File: config.mk
export PLATFORM = sky130hd
export DESIGN_NAME = video_raster_timing
export DESIGN_NICKNAME = d
export VERILOG_FILES = /design/src/raster_pkg.sv /design/src/video_raster_timing.sv
export SDC_FILE = /design/constraint.sdc
export NUM_CORES = 1
export LEC_CHECK = 0
export BUFFER_PORTS_ARGS = -buffer_cell sky130_fd_sc_hd__clkbuf_2
export CAP_MARGIN = 20
export CORE_MARGIN = 2
export CORE_UTILIZATION = 53
export CTS_CLUSTER_SIZE = 16
export DETAILED_ROUTE_END_ITERATION = 10
export GPL_ROUTABILITY_DRIVEN = 0
export PLACE_DENSITY_LB_ADDON = 0.05
export SLEW_MARGIN = 10
export SYNTH_ARGS = -nofsm -noshare
export SYNTH_HDL_FRONTEND = slang
export SYNTH_SLANG_ARGS = --single-unit
export TNS_END_PERCENT = 20
File: constraint.sdc
create_clock -name clk_in -period 4.9 [get_ports clk_in]
set_clock_uncertainty 0.2 [all_clocks]
set_input_delay 0.98 -clock clk_in [delete_from_list [all_inputs] [get_ports clk_in]]
set_output_delay 0.98 -clock clk_in [all_outputs]
set_load 0.01 [all_outputs]
File: src/raster_pkg.sv
// Purpose: constants shared by the character raster timing block
// Assumes: 100 MHz system clock, APB register access, 32-bit data words
// Notes: offsets are byte addresses, one aligned word per register
package raster_pkg;
  // ==========================================================
  // clocking
  localparam int unsigned CLK_KHZ = 100000;
  localparam int unsigned DOT_KHZ = 12324;
  localparam int unsigned DOTS_PER_CHAR = 8;
  // ==========================================================
  // register byte offsets
  localparam logic [7:0] OFS_CTRL = 8'h00;
  localparam logic [7:0] OFS_HTOTAL = 8'h04;
  localparam logic [7:0] OFS_HSYNC_START = 8'h08;
  localparam logic [7:0] OFS_HSYNC_WIDTH = 8'h0c;
  localparam logic [7:0] OFS_VIS_COLS = 8'h10;
  localparam logic [7:0] OFS_VIS_ROWS = 8'h14;
  localparam logic [7:0] OFS_SCANS = 8'h18;
  localparam logic [7:0] OFS_BLANK_LINES = 8'h1c;
  localparam logic [7:0] OFS_VSYNC_START = 8'h20;
  localparam logic [7:0] OFS_VSYNC_WIDTH = 8'h24;
  localparam logic [7:0] OFS_CURSOR_COL = 8'h28;
  localparam logic [7:0] OFS_CURSOR_ROW = 8'h2c;
  localparam logic [7:0] OFS_STATUS = 8'h30;
  // ==========================================================
  // field positions
  localparam int unsigned CTRL_ENABLE_BIT = 0;
  localparam int unsigned CTRL_FRAME50_BIT = 1;
  // ==========================================================
  // reset values and the fixed 50 Hz blank line count
  localparam logic [6:0] RST_HTOTAL = 7'h64;
  localparam logic [6:0] RST_HSYNC_START = 7'h54;
  localparam logic [6:0] RST_HSYNC_WIDTH = 7'h08;
  localparam logic [6:0] RST_VIS_COLS = 7'h50;
  localparam logic [4:0] RST_VIS_ROWS = 5'h18;
  localparam logic [3:0] RST_SCANS = 4'ha;
  localparam logic [9:0] RST_BLANK_LINES = 10'h106;
  localparam logic [9:0] BLANK_LINES_50HZ = 10'h138;
  localparam logic [9:0] RST_VSYNC_START = 10'h004;
  localparam logic [9:0] RST_VSYNC_WIDTH = 10'h003;
endpackage

File: src/video_raster_timing.sv
// Purpose: character-cell raster generator with pixel pipeline and shared video memory slots
// Assumes: dot rate made by a fractional enable from clk_in; strobes from the cpu are async
// Notes: cpu address and write data must be stable while its strobe is low
//
// Chosen here: the register addresses and the APB interface to the registers.
`timescale 1ns/1ps
`default_nettype none

// Contract
// pixel timing runs at a 12.324 MHz dot rate, one dot per period
// character clock is the dot rate divided by eight
// normal raster is 24 rows of 10 scans with 80 cells per row
// 60 Hz setting uses 262 blanked scan lines per frame
// 50 Hz setting keeps 24 by 10 and uses 312 blanked lines
// seven-bit cell column count is output
// scan counter steps through the scans of a row then wraps
// five-bit text row count is output
// blank during both retraces; line, frame and composite sync outputs
// selected host strobe writes indexed register or moves cursor address
// cursor marker asserts while scan is at the cursor location
// counting continues through blanking so every line is equal length
// one line sync per scan line; frame sync times vertical motion
// memory data registered, rom addressed next cell, pixels trail two cells
// sync, blank and cursor delayed twice plus one common output stage
// each character time has a display half and a cpu half
// cpu half used only when the cpu has an access pending
// display half reads memory at the raster counter address
// address mux picks cpu address or raster address per slot
// raster visits every character position in sequence each frame
// cpu display access returns wait until it completes in cpu slot
// reset clears counters; syncs inactive until timing is programmed
// cpu slot is a fixed half of each character time
module video_raster_timing (
  input wire logic clk_in,            // system clock, 100 MHz
  input wire logic reset_in,          // synchronous reset, active high
  input wire logic psel,              // apb select
  input wire logic penable,           // apb access phase
  input wire logic pwrite,            // apb direction
  input wire logic [7:0] paddr,       // apb byte address
  input wire logic [31:0] pwdata,     // apb write data
  output logic [31:0] prdata,         // apb read data
  output logic pready,                // apb ready
  output logic pslverr,               // apb error, unmapped read or write above the status offset
  input wire logic display_select_n_in, // cpu display select, low active
  input wire logic io_write_n_in,     // cpu io write, low active
  input wire logic io_read_n_in,      // cpu io read, low active
  input wire logic [11:0] cpu_addr_in, // cpu video memory address
  input wire logic [7:0] cpu_wdata_in, // cpu write data
  output logic [7:0] cpu_rdata_out,   // data read for the cpu
  output logic wait_out,              // wait state to the cpu
  output logic [11:0] vram_addr_out,  // video memory address
  output logic [7:0] vram_wdata_out,  // video memory write data
  output logic vram_we_out,           // video memory write enable
  input wire logic [7:0] vram_rdata_in, // video memory read data
  output logic [10:0] rom_addr_out,   // character rom address
  input wire logic [7:0] rom_data_in, // character rom row of dots
  output logic [6:0] cell_column_count_out, // cell column
  output logic [3:0] scan_line_count_out, // scan within row
  output logic [4:0] text_row_count_out, // text row
  output logic retrace_blank_out,     // blanking
  output logic line_sync_out,         // horizontal sync
  output logic frame_sync_out,        // vertical sync
  output logic composite_sync_out,    // composite sync
  output logic cursor_marker_out,     // cursor video
  output logic pixel_out,             // serial dot video
  output logic dot_tick_out           // one pulse per dot period
);
  localparam int unsigned ACC_W = 17;
  localparam logic [ACC_W-1:0] ACC_STEP = ACC_W'(raster_pkg::DOT_KHZ);
  localparam logic [ACC_W-1:0] ACC_WRAP = ACC_W'(raster_pkg::CLK_KHZ);
  localparam logic [2:0] LAST_PHASE = 3'(raster_pkg::DOTS_PER_CHAR - 1);
  localparam logic [2:0] CPU_PHASE = 3'(raster_pkg::DOTS_PER_CHAR / 2);

  typedef enum {SLOT_IDLE, SLOT_ACTIVE} slot_state_t;

  // ==========================================================
  // registers
  logic enable, frame_50, armed;
  logic [6:0] htotal, hs_start, hs_width, vis_cols, cursor_col;
  logic [4:0] vis_rows, cursor_row;
  logic [3:0] scans;
  logic [9:0] blank_lines, vs_start, vs_width;
  logic [6:0] col;
  logic [3:0] scan;
  logic [4:0] row;
  logic [9:0] line;

  function automatic logic hit(input logic [7:0] a, input logic [7:0] ofs);
    hit = (a == ofs);
  endfunction

  wire setup_ph = psel && !penable;
  wire write_now = psel && penable && pready && pwrite;

  always_ff @(posedge clk_in) begin
    if (reset_in) begin
      enable <= 1'b0;
      frame_50 <= 1'b0;
      htotal <= raster_pkg::RST_HTOTAL;
      hs_start <= raster_pkg::RST_HSYNC_START;
      hs_width <= raster_pkg::RST_HSYNC_WIDTH;
      vis_cols <= raster_pkg::RST_VIS_COLS;
      vis_rows <= raster_pkg::RST_VIS_ROWS;
      scans <= raster_pkg::RST_SCANS;
      blank_lines <= raster_pkg::RST_BLANK_LINES;
      vs_start <= raster_pkg::RST_VSYNC_START;
      vs_width <= raster_pkg::RST_VSYNC_WIDTH;
      cursor_col <= 7'h00;
      cursor_row <= 5'h00;
    end else if (write_now) begin
      if (hit(paddr, raster_pkg::OFS_CTRL)) begin
        enable <= pwdata[raster_pkg::CTRL_ENABLE_BIT];
        frame_50 <= pwdata[raster_pkg::CTRL_FRAME50_BIT];
      end
      if (hit(paddr, raster_pkg::OFS_HTOTAL)) htotal <= pwdata[6:0];
      if (hit(paddr, raster_pkg::OFS_HSYNC_START)) hs_start <= pwdata[6:0];
      if (hit(paddr, raster_pkg::OFS_HSYNC_WIDTH)) hs_width <= pwdata[6:0];
      if (hit(paddr, raster_pkg::OFS_VIS_COLS)) vis_cols <= pwdata[6:0];
      if (hit(paddr, raster_pkg::OFS_VIS_ROWS)) vis_rows <= pwdata[4:0];
      if (hit(paddr, raster_pkg::OFS_SCANS)) scans <= pwdata[3:0];
      if (hit(paddr, raster_pkg::OFS_BLANK_LINES)) blank_lines <= pwdata[9:0];
      if (hit(paddr, raster_pkg::OFS_VSYNC_START)) vs_start <= pwdata[9:0];
      if (hit(paddr, raster_pkg::OFS_VSYNC_WIDTH)) vs_width <= pwdata[9:0];
      if (hit(paddr, raster_pkg::OFS_CURSOR_COL)) cursor_col <= pwdata[6:0];
      if (hit(paddr, raster_pkg::OFS_CURSOR_ROW)) cursor_row <= pwdata[4:0];
    end
  end

  // answer one cycle after setup; read data is taken from the state at setup
  always_ff @(posedge clk_in) begin
    if (reset_in) begin
      pready <= 1'b0;
      prdata <= 32'h0000_0000;
      pslverr <= 1'b0;
    end else if (setup_ph) begin
      pready <= 1'b1;
      pslverr <= 1'b0;
      case (paddr)
        raster_pkg::OFS_CTRL: prdata <= {30'h0, frame_50, enable};
        raster_pkg::OFS_HTOTAL: prdata <= {25'h0, htotal};
        raster_pkg::OFS_HSYNC_START: prdata <= {25'h0, hs_start};
        raster_pkg::OFS_HSYNC_WIDTH: prdata <= {25'h0, hs_width};
        raster_pkg::OFS_VIS_COLS: prdata <= {25'h0, vis_cols};
        raster_pkg::OFS_VIS_ROWS: prdata <= {27'h0, vis_rows};
        raster_pkg::OFS_SCANS: prdata <= {28'h0, scans};
        raster_pkg::OFS_BLANK_LINES: prdata <= {22'h0, blank_lines};
        raster_pkg::OFS_VSYNC_START: prdata <= {22'h0, vs_start};
        raster_pkg::OFS_VSYNC_WIDTH: prdata <= {22'h0, vs_width};
        raster_pkg::OFS_CURSOR_COL: prdata <= {25'h0, cursor_col};
        raster_pkg::OFS_CURSOR_ROW: prdata <= {27'h0, cursor_row};
        raster_pkg::OFS_STATUS: prdata <= {5'h0, armed, line, row, scan, col};
        default: begin
          prdata <= 32'h0000_0000;
          pslverr <= !pwrite;
        end
      endcase
      if (pwrite && paddr > raster_pkg::OFS_STATUS) pslverr <= 1'b1;
    end else begin
      pready <= 1'b0;
      pslverr <= 1'b0;
    end
  end

  // ==========================================================
  // dot and character enables
  logic [ACC_W-1:0] acc;
  logic dot_en;
  logic [2:0] phase;
  wire [ACC_W-1:0] acc_sum = acc + ACC_STEP;

  always_ff @(posedge clk_in) begin
    if (reset_in) begin
      acc <= '0;
      dot_en <= 1'b0;
    end else if (acc_sum >= ACC_WRAP) begin
      acc <= acc_sum - ACC_WRAP;
      dot_en <= 1'b1;
    end else begin
      acc <= acc_sum;
      dot_en <= 1'b0;
    end
  end

  always_ff @(posedge clk_in) begin
    if (reset_in) phase <= 3'h0;
    else if (dot_en) phase <= phase + 3'h1;
  end

  wire char_en = dot_en && phase == LAST_PHASE;

  // ==========================================================
  // raster counters
  wire [9:0] vis_lines = 10'(vis_rows * scans);
  wire [9:0] blank_eff = frame_50 ? raster_pkg::BLANK_LINES_50HZ : blank_lines;
  wire [9:0] vtotal = vis_lines + blank_eff;
  wire in_vis = line < vis_lines;
  wire line_end = char_en && col >= htotal - 7'h01;

  // columns run through blanking so each line has the same length
  always_ff @(posedge clk_in) begin
    if (reset_in) col <= 7'h00;
    else if (line_end) col <= 7'h00;
    else if (char_en) col <= col + 7'h01;
  end

  always_ff @(posedge clk_in) begin
    if (reset_in) begin
      line <= 10'h000;
      scan <= 4'h0;
      row <= 5'h00;
    end else if (line_end) begin
      if (line >= vtotal - 10'h001) begin
        line <= 10'h000;
        scan <= 4'h0;
        row <= 5'h00;
      end else begin
        line <= line + 10'h001;
        if (in_vis && scan == scans - 4'h1) begin
          scan <= 4'h0;
          row <= row + 5'h01;
        end else if (in_vis) begin
          scan <= scan + 4'h1;
        end
      end
    end
  end

  always_ff @(posedge clk_in) begin
    if (reset_in) armed <= 1'b0;
    else armed <= enable;
  end

  // ==========================================================
  // raw timing signals, two matching stages, one common output stage
  wire [9:0] vline = line - vis_lines;
  wire hblank = col >= vis_cols;
  wire hsync_raw = col >= hs_start && col < hs_start + hs_width;
  wire vsync_raw = !in_vis && vline >= vs_start && vline < vs_start + vs_width;
  wire blank_raw = hblank || !in_vis;
  wire cursor_raw = col == cursor_col && row == cursor_row && !blank_raw;
  logic [3:0] ctl_s1, ctl_s2;

  always_ff @(posedge clk_in) begin
    if (reset_in) begin
      ctl_s1 <= 4'h1;
      ctl_s2 <= 4'h1;
    end else if (char_en) begin
      ctl_s1 <= {cursor_raw, vsync_raw, hsync_raw, blank_raw};
      ctl_s2 <= ctl_s1;
    end
  end

  always_ff @(posedge clk_in) begin
    if (reset_in) begin
      retrace_blank_out <= 1'b1;
      line_sync_out <= 1'b0;
      frame_sync_out <= 1'b0;
      composite_sync_out <= 1'b0;
      cursor_marker_out <= 1'b0;
    end else if (char_en) begin
      retrace_blank_out <= ctl_s2[0] || !armed;
      line_sync_out <= ctl_s2[1] && armed;
      frame_sync_out <= ctl_s2[2] && armed;
      composite_sync_out <= (ctl_s2[1] ^ ctl_s2[2]) && armed;
      cursor_marker_out <= ctl_s2[3] && armed;
    end
  end

  always_ff @(posedge clk_in) begin
    if (reset_in) begin
      cell_column_count_out <= 7'h00;
      scan_line_count_out <= 4'h0;
      text_row_count_out <= 5'h00;
      dot_tick_out <= 1'b0;
    end else begin
      cell_column_count_out <= col;
      scan_line_count_out <= scan;
      text_row_count_out <= row;
      dot_tick_out <= dot_en;
    end
  end

  // ==========================================================
  // pixel pipeline: latch data, address rom next cell, load shifter
  logic [7:0] disp_data, char_latch, shifter;
  logic [3:0] scan_d;

  always_ff @(posedge clk_in) begin
    if (reset_in) begin
      char_latch <= 8'h00;
      scan_d <= 4'h0;
      rom_addr_out <= 11'h000;
      shifter <= 8'h00;
      pixel_out <= 1'b0;
    end else if (char_en) begin
      char_latch <= disp_data;
      scan_d <= scan;
      rom_addr_out <= {char_latch[6:0], scan_d};
      shifter <= rom_data_in;
      pixel_out <= 1'b0;
    end else if (dot_en) begin
      shifter <= {shifter[6:0], 1'b0};
      pixel_out <= shifter[7];
    end
  end

  // ==========================================================
  // cpu strobes: three flops, a strobe counts as low once the last two are low
  logic [2:0] sel_sync, wr_sync, rd_sync;
  logic req_seen, pending, pend_wr;
  slot_state_t slot;

  always_ff @(posedge clk_in) begin
    if (reset_in) begin
      sel_sync <= 3'h7;
      wr_sync <= 3'h7;
      rd_sync <= 3'h7;
    end else begin
      sel_sync <= {sel_sync[1:0], display_select_n_in};
      wr_sync <= {wr_sync[1:0], io_write_n_in};
      rd_sync <= {rd_sync[1:0], io_read_n_in};
    end
  end

  wire sel_ok = !sel_sync[1] && !sel_sync[2];
  wire wr_ok = !wr_sync[1] && !wr_sync[2];
  wire rd_ok = !rd_sync[1] && !rd_sync[2];
  wire req_now = sel_ok && (wr_ok || rd_ok);
  wire req_rise = req_now && !req_seen;
  wire slot_done = slot == SLOT_ACTIVE && dot_en && phase == LAST_PHASE;

  // a new request in the cycle the old one retires wins over the clear
  always_ff @(posedge clk_in) begin
    if (reset_in) begin
      req_seen <= 1'b0;
      pending <= 1'b0;
      pend_wr <= 1'b0;
      wait_out <= 1'b0;
    end else begin
      req_seen <= req_now;
      if (req_rise) begin
        pending <= 1'b1;
        pend_wr <= wr_ok;
        wait_out <= 1'b1;
      end else if (slot_done) begin
        pending <= 1'b0;
        wait_out <= 1'b0;
      end
    end
  end

  // ==========================================================
  // memory slots: phases 0-3 display read, phases 4-7 cpu access
  always_ff @(posedge clk_in) begin
    if (reset_in) begin
      slot <= SLOT_IDLE;
      vram_addr_out <= 12'h000;
      vram_wdata_out <= 8'h00;
      vram_we_out <= 1'b0;
      disp_data <= 8'h00;
      cpu_rdata_out <= 8'h00;
    end else if (dot_en) begin
      case (phase)
        3'h0: vram_addr_out <= {row, col};
        3'h3: disp_data <= vram_rdata_in;
        CPU_PHASE: begin
          if (pending && !slot_done) begin
            slot <= SLOT_ACTIVE;
            vram_addr_out <= cpu_addr_in;
            vram_wdata_out <= cpu_wdata_in;
            vram_we_out <= pend_wr;
          end
        end
        LAST_PHASE: begin
          if (slot == SLOT_ACTIVE) begin
            if (!vram_we_out) cpu_rdata_out <= vram_rdata_in;
            slot <= SLOT_IDLE;
            vram_we_out <= 1'b0;
          end
        end
        default: ;
      endcase
    end
  end

  // ==========================================================
  // checks
  logic [3:0] dots_since_char;
  always_ff @(posedge clk_in) begin
    if (reset_in || char_en) dots_since_char <= 4'h0;
    else if (dot_en) dots_since_char <= dots_since_char + 4'h1;
  end

  dot_spacing_a: assert property (@(posedge clk_in) disable iff (reset_in)
    dot_en |=> !dot_en [*7]) else $error("dot enables too close");
  char_period_a: assert property (@(posedge clk_in) disable iff (reset_in)
    char_en |-> dots_since_char == 4'h7) else $error("char not every 8 dots");
  col_wrap_a: assert property (@(posedge clk_in) disable iff (reset_in)
    line_end |=> col == 7'h00) else $error("column did not wrap");
  scan_wrap_a: assert property (@(posedge clk_in) disable iff (reset_in)
    line_end && in_vis && scan == scans - 4'h1 && line != vtotal - 10'h001
    |=> scan == 4'h0 && row == $past(row) + 5'h01) else $error("scan wrap wrong");
  unarmed_quiet_a: assert property (@(posedge clk_in) disable iff (reset_in)
    !armed && !$past(armed) |-> !line_sync_out && !frame_sync_out)
    else $error("sync while unprogrammed");
  blank_pipe_a: assert property (@(posedge clk_in) disable iff (reset_in)
    char_en && armed |=> retrace_blank_out == $past(ctl_s2[0]))
    else $error("blank stage mismatch");
  wait_hold_a: assert property (@(posedge clk_in) disable iff (reset_in)
    req_rise |=> wait_out [*2]) else $error("wait dropped early");
  cpu_slot_a: assert property (@(posedge clk_in) disable iff (reset_in)
    vram_we_out |-> phase >= CPU_PHASE) else $error("write outside cpu half");
  refresh_addr_a: assert property (@(posedge clk_in) disable iff (reset_in)
    dot_en && phase == 3'h0 |=> vram_addr_out == {$past(row), $past(col)})
    else $error("refresh address wrong");
  idle_slot_a: assert property (@(posedge clk_in) disable iff (reset_in)
    dot_en && phase == CPU_PHASE && !pending |=> !vram_we_out && slot == SLOT_IDLE)
    else $error("cpu slot used while idle");

  cpu_write_c: cover property (@(posedge clk_in) disable iff (reset_in)
    vram_we_out ##1 !vram_we_out);
  frame_wrap_c: cover property (@(posedge clk_in) disable iff (reset_in)
    line_end && line == vtotal - 10'h001);
  cursor_c: cover property (@(posedge clk_in) disable iff (reset_in) cursor_marker_out);
  apb_err_c: cover property (@(posedge clk_in) disable iff (reset_in) pslverr);
endmodule

`default_nettype wire

==> results of run 1 <==
kinds of logic after synthesis:
family / count (synthesis) / share of synthesized area, %
AND/OR/NAND/NOR: 643 / 21.0
AO/OA/AOI/OAI: 372 / 16.5
flip-flops: 266 / 36.4
buffers and inverters: 182 / 5.02
adder cells (fa/ha/maj): 132 / 11.8
XOR/XNOR: 85 / 5.08
multiplexers: 63 / 4.31
other: 1 / 0.0256
through the flow:
| step | power [W] | instances | hold slack, ps |
|---|---|---|---|
| after floorplan | 0.00245 | 1748 | 189 |
| after global placement | 0.00254 | 2205 | 191 |
| after detailed placement | 0.00254 | 2205 | 193 |
| after CTS | 0.00465 | 2264 | 208 |
| after global routing | 0.00476 | 2268 | 218 |
| final | 0.00462 | 2269 | 208 |
cell type report:
type	count	share of cell area (%)
multi-input cells	1300	51.6
flip-flops and latches	266	30.9
repair buffers	230	7.92
clock buffers	45	5.01
well taps	341	2.47
inverters	80	1.74
clock inverters	6	0.297
diodes	1	0.0145
sequential cells by signal (all words and copies together), names as in the netlist, 8 cells and up:
register / flops
rom_addr_out: 11
vram_addr_out: 12
line: 10
acc: 15
blank_lines: 10
prdata: 27
vs_width: 10
vs_start: 10
shifter: 8
cpu_rdata_out: 8
vram_wdata_out: 8
where the power goes:
group / switching [W] / total (W) / internal [W]
clock network: 0.000907 / 0.00212 / 0.00121
logic: 0.000168 / 0.000267 / 0.0000984
registers: 0.0000427 / 0.00223 / 0.00219
total: 0.00112 / 0.00462 / 0.00350
layer usage:
metal  vias to the layer above  part of all wire, %
li1                       6412                    -
met1                      6078                   46
met2                       404                   46
met3                        72                  6.0
met4                         0                  2.1
met5                         -                    0
final timing paths:
check             cells past startpoint        start  slack, ps     endpoint
hold / removal                        1  sel_sync[0]        210  sel_sync[1]
hold reg to reg                       1  sel_sync[0]        210  sel_sync[1]
setup / recovery                     26     scans[3]       -370      scan[3]
setup reg to reg                     26     scans[3]       -370      scan[3]
what timing repair did:
| item | in CTS | in global routing |
|---|---|---|
| cloned | 1 | 0 |
| endpoints found under the hold margin | 0 | 0 |
| setup endpoints to repair | 20 | 22 |
| pin swaps | 25 | 19 |
| resized for setup | 35 | 31 |
| setup buffers | 7 | 5 |
Yosys cell counts (all sizes together) (7+ instances only):
master and number:
a2111oi 8, a211o 7, a211oi 34, a21o 24, a21oi 159, a22oi 15, a31oi 14, and2 24
and3 12, and4 7, buf 25, clkbuf 77, dfxtp 266, fa 10, ha 120, inv 80
mux2i 62, nand2 224, nand2b 19, nand3 75, nand3b 18, nand4 12, nor2 146, nor2b 27
nor3 30, o211ai 9, o21a 7, o21ai 39, o21bai 7, o22ai 8, or2 16, or3 12
xnor2 46, xor2 39
==> results.txt, run 1 <==
The run finished, with violations left. The final reports fail on negative setup slack. The worst-case IR drop observed on VDD is 258 µV. The routed design has 40400 µm of wire.

Leaving out fill and tap cells, the most frequent cells in the layout are sky130_fd_sc_hd__dfxtp_1 (260), sky130_fd_sc_hd__nand2_1 (221), sky130_fd_sc_hd__clkbuf_2 (153). Timing would allow up to 0.190 GHz. Data on the critical path arrives at its endpoint at 5560 ps. Global routing consumed, over all layers together, 27.6% of the routing resources.

The first detailed-routing pass ran for 6 iterations. After global routing, the most crowded layer is met2. After routing, the total negative slack on setup checks comes to -4980 ps. The tools report the sequential cell area as 5340 µm².

The tightest min-delay check is of the reg -> reg type. After detailed placement, the total cell area comes to 16000 µm². The sequential share of the synthesized area was 36.4%; the via count of the first global-routing pass was 12300. Compared with the post-synthesis result, the final layout area differs by 17.9%. After routing the design area is 17300 µm².

Ranked by total cell area, the synthesized netlist is headed by sky130_fd_sc_hd__dfxtp_1 (36%), sky130_fd_sc_hd__ha_1 (10%), sky130_fd_sc_hd__nand2_1 (5.7%), sky130_fd_sc_hd__a21oi_1 (5.4%), sky130_fd_sc_hd__mux2i_1 (4.2%). Area of the placeable core: 27000 µm². The tools report the area of the die as 29000 µm².

Number of violations reported at the end of detailed-routing iteration 0: 925. The static power due to leakage was 7.00 nW; the number of levels in the clock H-tree was 1. Summed over all nets, the half-perimeter wirelength after detailed placement is 29000 µm.

The post-synthesis sequential element count was 266; the share of synthesized registers carrying an async set or reset was 0%. The most common cell after layout, fill and taps aside is sky130_fd_sc_hd__dfxtp_1. The post-route fraction of the period consumed by the critical path is 108%.

Measured along the y axis, the die boundary spans 170 µm. The number of design rule violations left after detail routing was 0; the critical-path maximum fanout was 6. The tools report the max-cap check violation count as 0. The mean instance size in the synthesized netlist is 8.40 µm². In this design, the largest share of critical-path delay is due to adder cells.

Number of vias per cell: 5.71. Instance count of the mapped netlist: 1744. The initial utilization of the core area, before any placement, comes to 54.2%. The number of buffers inserted by hold repair at cts is 0. The post-route netlist has 19.6% of its cells at a drive strength greater than 1. The summed instance area of the synthesized netlist is 14600 µm². TritonCTS built the clock tree.

For the pin with the worst max-slew slack, the measured transition is 1070 ps. In this run the remaining antenna-violating nets after routing total 0. The tools report the layout net count as 2121.

On the worst path, the slowest cell contributes a delay of 550 ps. For the max-slew violation count, the log shows 0. The run gives 182 as the I/O pin count. The final number of hold-violating endpoints came out at 0. Summed over all layers, the global routing overflow is 0.

For the post-layout worst setup margin, the log shows -372 ps. The final routed wire length divided by cell count works out to 17.8 µm. The tools report the number of CTS-inserted buffers as 29. STA classifies the critical path endpoint as a flip-flop. For this run, global-route usage on met1 was measured as 38.1%. The share of synthesized area in the top cell type comes to 36.4%. Setup violations remaining at the end of the flow were counted as 20. Buffers plus inverters on the worst setup path: 5. The utilization after layout was 63.9%; the number of clock sinks was 266. The logs give 1 for the number of antenna violations at the first check in global routing and 0 for the total number of yosys warnings.

The filler cell count is 2383. From left edge to right edge, the die measures 170 µm. In this run the tool buffered the top-level ports with 154 buffer cells. The logs give 80 for the number of distinct library cell variants in the gate-level netlist after synthesis and -480 ps for the worst setup slack before clock tree synthesis.

The critical path's most frequent cell was sky130_fd_sc_hd__a21oi_2. Setup repair after global routing could not meet its margin everywhere. For met2 alone, demand over resource in global routing was 46.1%. For this design the ratio of total power to cell area is 268 nW/µm².

Clock-pin slew was measured on the worst setup and hold paths at 60 ps. Among all stages on the critical path, the largest delay is contributed by sky130_fd_sc_hd__fa_1. The multi-input combinational cells in the finished layout cover a total of 8920 µm². The worst path in the final design needs a cycle of 5270 ps, including I/O delays and setup. In this run, synthesis inferred 0 flip-flops with an integrated enable. The number of buffers on the longest clock path is 3. Category of the worst setup path launch point: a flip-flop.

The final route contains 13000 vias. After floorplanning, the core was divided into 60 placement rows. The tools report the root buffer selected by CTS as sky130_fd_sc_hd__clkbuf_16. Data on the critical path is required at its endpoint by 5190 ps. The insertion delay of the later-clocked pin in the worst-skew pair is 560 ps.

Entering global routing, the biggest net connects 91 pins. The category of the most critical setup path is reg -> reg. The dominant register cell in the synthesized netlist was sky130_fd_sc_hd__dfxtp_1. The met3 capacity usage during global routing came out at 3.07%. The first-pass GRT wire length is 64800 µm, and the worst slew slack as a fraction of its limit is 28.5%. The post-synthesis cell type with the largest combined area is sky130_fd_sc_hd__dfxtp_1.
Power figures use the tool's default switching activity.
==> run 2, diff against run 1 <==
--- a/config.mk
+++ b/config.mk
@@ -8,7 +8,8 @@
 export BUFFER_PORTS_ARGS = -buffer_cell sky130_fd_sc_hd__clkbuf_2
 export CAP_MARGIN = 20
 export CORE_MARGIN = 2
-export CORE_UTILIZATION = 53
+export CORE_UTILIZATION = 55
+export CTS_BUF_LIST = sky130_fd_sc_hd__clkbuf_2 sky130_fd_sc_hd__clkbuf_4 sky130_fd_sc_hd__clkbuf_8
 export CTS_CLUSTER_SIZE = 16
 export DETAILED_ROUTE_END_ITERATION = 10
 export GPL_ROUTABILITY_DRIVEN = 0
==> results.txt, run 2 (synthesis gave the netlist of run 1 again) <==
The run finished, with violations left. The checks that failed: design-rule violations, negative setup slack. For the number of CTS-inserted buffers, the log shows 46 (+59%). Transition time of the tightest slew-check pin: 1010 ps (-57.3 ps).

The clock-pin slew on the worst setup and hold paths is 60 ps (about the same), and the iteration count of the initial detailed-routing pass is 8 (+2). The post-layout worst setup margin is -347 ps (+24.8 ps), and the worst hold path cell count is 1 (unchanged). The category of the worst setup path launch point was a flip-flop.

The initial core utilization was 56.0% (+1.9 points). The area of the die was 27900 µm² (-3.6%); the overall global routing resource usage was 28.7% (+1.1 points). The number of levels in the clock H-tree is 2 (+1), and the number of vias per cell is 5.73 (+0.36%). The count of input and output buffers was 154 (unchanged). The tools report the static power due to leakage as 7.06 nW (+0.79%). For the max-slew violation count, the log shows 0 (unchanged). The proportion of layout cells with a drive suffix above 1 is 20.5% (+0.94 points). The tools report the end point of the critical path as scan[3]. The buffers plus inverters on the worst setup path came out at 4 (-1). The path depth of the worst reg2reg path came out at 25 (-3.8%).

The family of cells with the greatest summed delay on the critical path is adder cells. The library cells used most frequently in the layout, excluding fill and tap cells, are sky130_fd_sc_hd__dfxtp_1 (260), sky130_fd_sc_hd__nand2_1 (221), sky130_fd_sc_hd__clkbuf_2 (153). The area growth from synthesis to layout is 18.0%. TritonCTS built the clock tree. Setup repair after global routing could not meet its margin everywhere. The number of clock sinks is 266 (unchanged), and the total vias in the final route is 13100 (+1.1%). The power density of the placed cells was 264 nW/µm² (-1.5%).

The routed wire length is 40600 µm (+0.71%), and the number of setup violations in the final report is 20 (unchanged). The total power is 0.00456 W (-1.4%). The class of the tightest hold or removal check is reg -> reg. The worst setup path is captured at a flip-flop.

The largest net degree at the start of global routing was 93 (+2.2%); the HPWL reported at the end of detailed placement was 29200 µm (+0.43%). The tools report the highest achievable clock rate as 0.191 GHz (+0.47%). The run gives 0 (unchanged) as the residual antenna-violating net count after detailed routing.

The number of design rule violations left after detail routing is 18 (+18). The filler cell count came out at 2294 (-3.7%). For the number of violations reported at the end of detailed-routing iteration 0, the log shows 1080 (+17%).

The logs give 182 (unchanged) for the I/O pin count and 30.6% (+2.1 points) for the worst slew slack as a fraction of its limit. The minimum clock period after layout came out at 5250 ps (-24.8 ps). The critical path is of the reg -> reg type. Capture point of the worst reg-to-reg path: scan[3]. The slowest stage of the critical path belongs to the cell sky130_fd_sc_hd__fa_1.

The area of the placeable core came out at 26100 µm² (-3.3%). The register ranked first by flip-flop count is prdata. The antenna diode count was 0 (-1); the vertical die dimension was 167 µm (-1.8%). The number of buffers inserted by hold repair at cts came out at 0 (unchanged). The most critical setup path has its startpoint at vis_rows[1].

The setup total negative slack was -5930 ps (-959 ps). The worst endpoint data arrival time is 5530 ps (-30 ps). The root buffer selected by CTS was sky130_fd_sc_hd__clkbuf_8. The run gives 3 (unchanged) as the number of buffers on the longest clock path.

The library cell used most frequently in the layout, excluding fill and tap cells, is sky130_fd_sc_hd__dfxtp_1. The first-pass GRT wire length is 65100 µm (+0.54%). The via count of the first global-routing pass is 12400 (+1.1%), and the required time at the endpoint of the critical path is 5190 ps (about the same). The final routed wire length divided by cell count is 17.8 µm (about the same). The largest registers in the layout are prdata: 27 flops, acc: 15 flops, vram_addr_out: 12 flops. Layout net count: 2135 (+0.66%). The flip-flop count of the largest register, all copies and words added was 27 (unchanged).

Number of antenna violations at the first check in global routing: 0 (-1). The max-cap check violation count is 0 (unchanged). Critical path depth: 25 (-3.8%).

The largest stage delay on the critical path came out at 520 ps (-30 ps). The remaining global-route overflow came out at 0 (unchanged). The highest ir drop seen on vdd is 202 µV (-21%), and the setup slack on the worst flop-to-flop path is -350 ps (+20 ps). The horizontal extent of the die came out at 167 µm (-1.8%). The insertion delay of the later-clocked pin in the worst-skew pair is 570 ps (about the same), and the post-route fraction of the period consumed by the critical path is 107% (-0.51 points). For the final number of hold-violating endpoints, the log shows 0 (unchanged). Critical-path maximum fanout: 5 (-1). The number of standard-cell rows in the floorplan came out at 59 (-1.7%). Critical register-to-register path startpoint: vis_rows[1].
## run 2: cell count changes in the layout (fill, tap and decap cells not counted), moves of 3 or more
cell                        delta
sky130_fd_sc_hd__nor2_1        +5
sky130_fd_sc_hd__a21oi_2       -4
sky130_fd_sc_hd__clkbuf_16    -29
sky130_fd_sc_hd__clkbuf_8     +48
sky130_fd_sc_hd__o21ai_1       -4
sky130_fd_sc_hd__a21oi_1       +4
sky130_fd_sc_hd__dfxtp_2       -3
sky130_fd_sc_hd__dfxtp_4       +3
sky130_fd_sc_hd__o21ai_0       +3
sky130_fd_sc_hd__clkbuf_1      -8
sky130_fd_sc_hd__buf_4         -4
sky130_fd_sc_hd__nor2_2        -5
sky130_fd_sc_hd__clkbuf_4     +18
## run 2: what timing repair did
action	CTS	global route
endpoints found under the setup margin	20	20
hold endpoints to repair	0	0
pin swaps	27	24
gates resized for setup	36	28
buffers inserted	5	2
gates cloned	1	0
## run 2: per-layer routing
| layer | vias to the layer above | global-route usage, % | routed length [µm] |
|---|---|---|---|
| met1 | 6141 | 37.9 | 17800 |
| met4 | 0 | 9.60 | 1300 |
| met5 | - | 0 | 0 |
| met2 | 458 | 47.4 | 18700 |
| met3 | 93 | 5.32 | 2860 |
| li1 | 6418 | - | - |
## run 2: how the worst min path moves through the flow
| stage | start | end |
|---|---|---|
| finish | wr_sync[0] | wr_sync[1] |
| global route | wr_sync[0] | wr_sync[1] |
| CTS | wr_sync[0] | wr_sync[1] |
| detailed placement | wr_sync[0] | wr_sync[1] |
| global placement | sel_sync[0] | sel_sync[1] |
| floorplan | rd_sync[0] | rd_sync[1] |
## run 2: cell type report
type                       instances  area (µm²)  share of cell area, %
clock inverter                     4        28.8                  0.167
tap                              335         419                   2.43
sequential                       266        5340                   30.9
clock buffer                      74         906                   5.24
timing repair buffer             227        1350                   7.82
multi-input combinational       1300        8930                   51.7
inverter                          80         305                   1.77
## run 2: through the flow
stage          worst slack [ps]  hold slack [ps]  utilization (%)  std cells  instance area [µm²]
2_1_floorplan             -2.85              189                -       1748                14700
3_3_place_gp               -366              192             61.3       2202                16000
3_5_place_dp               -628              196             61.3       2202                16000
4_1_cts                    -396              210             65.6       2285                17100
5_1_grt                    -564              225             66.1       2286                17300
6_report                   -347              210             66.1       2286                17300
## run 2: power by group
part | internal [W] | switching (W) | total [W]
Clock | 0.00116 | 0.000893 | 0.00206
Sequential | 0.00219 | 0.0000427 | 0.00223
Combinational | 0.0000980 | 0.000170 | 0.000268
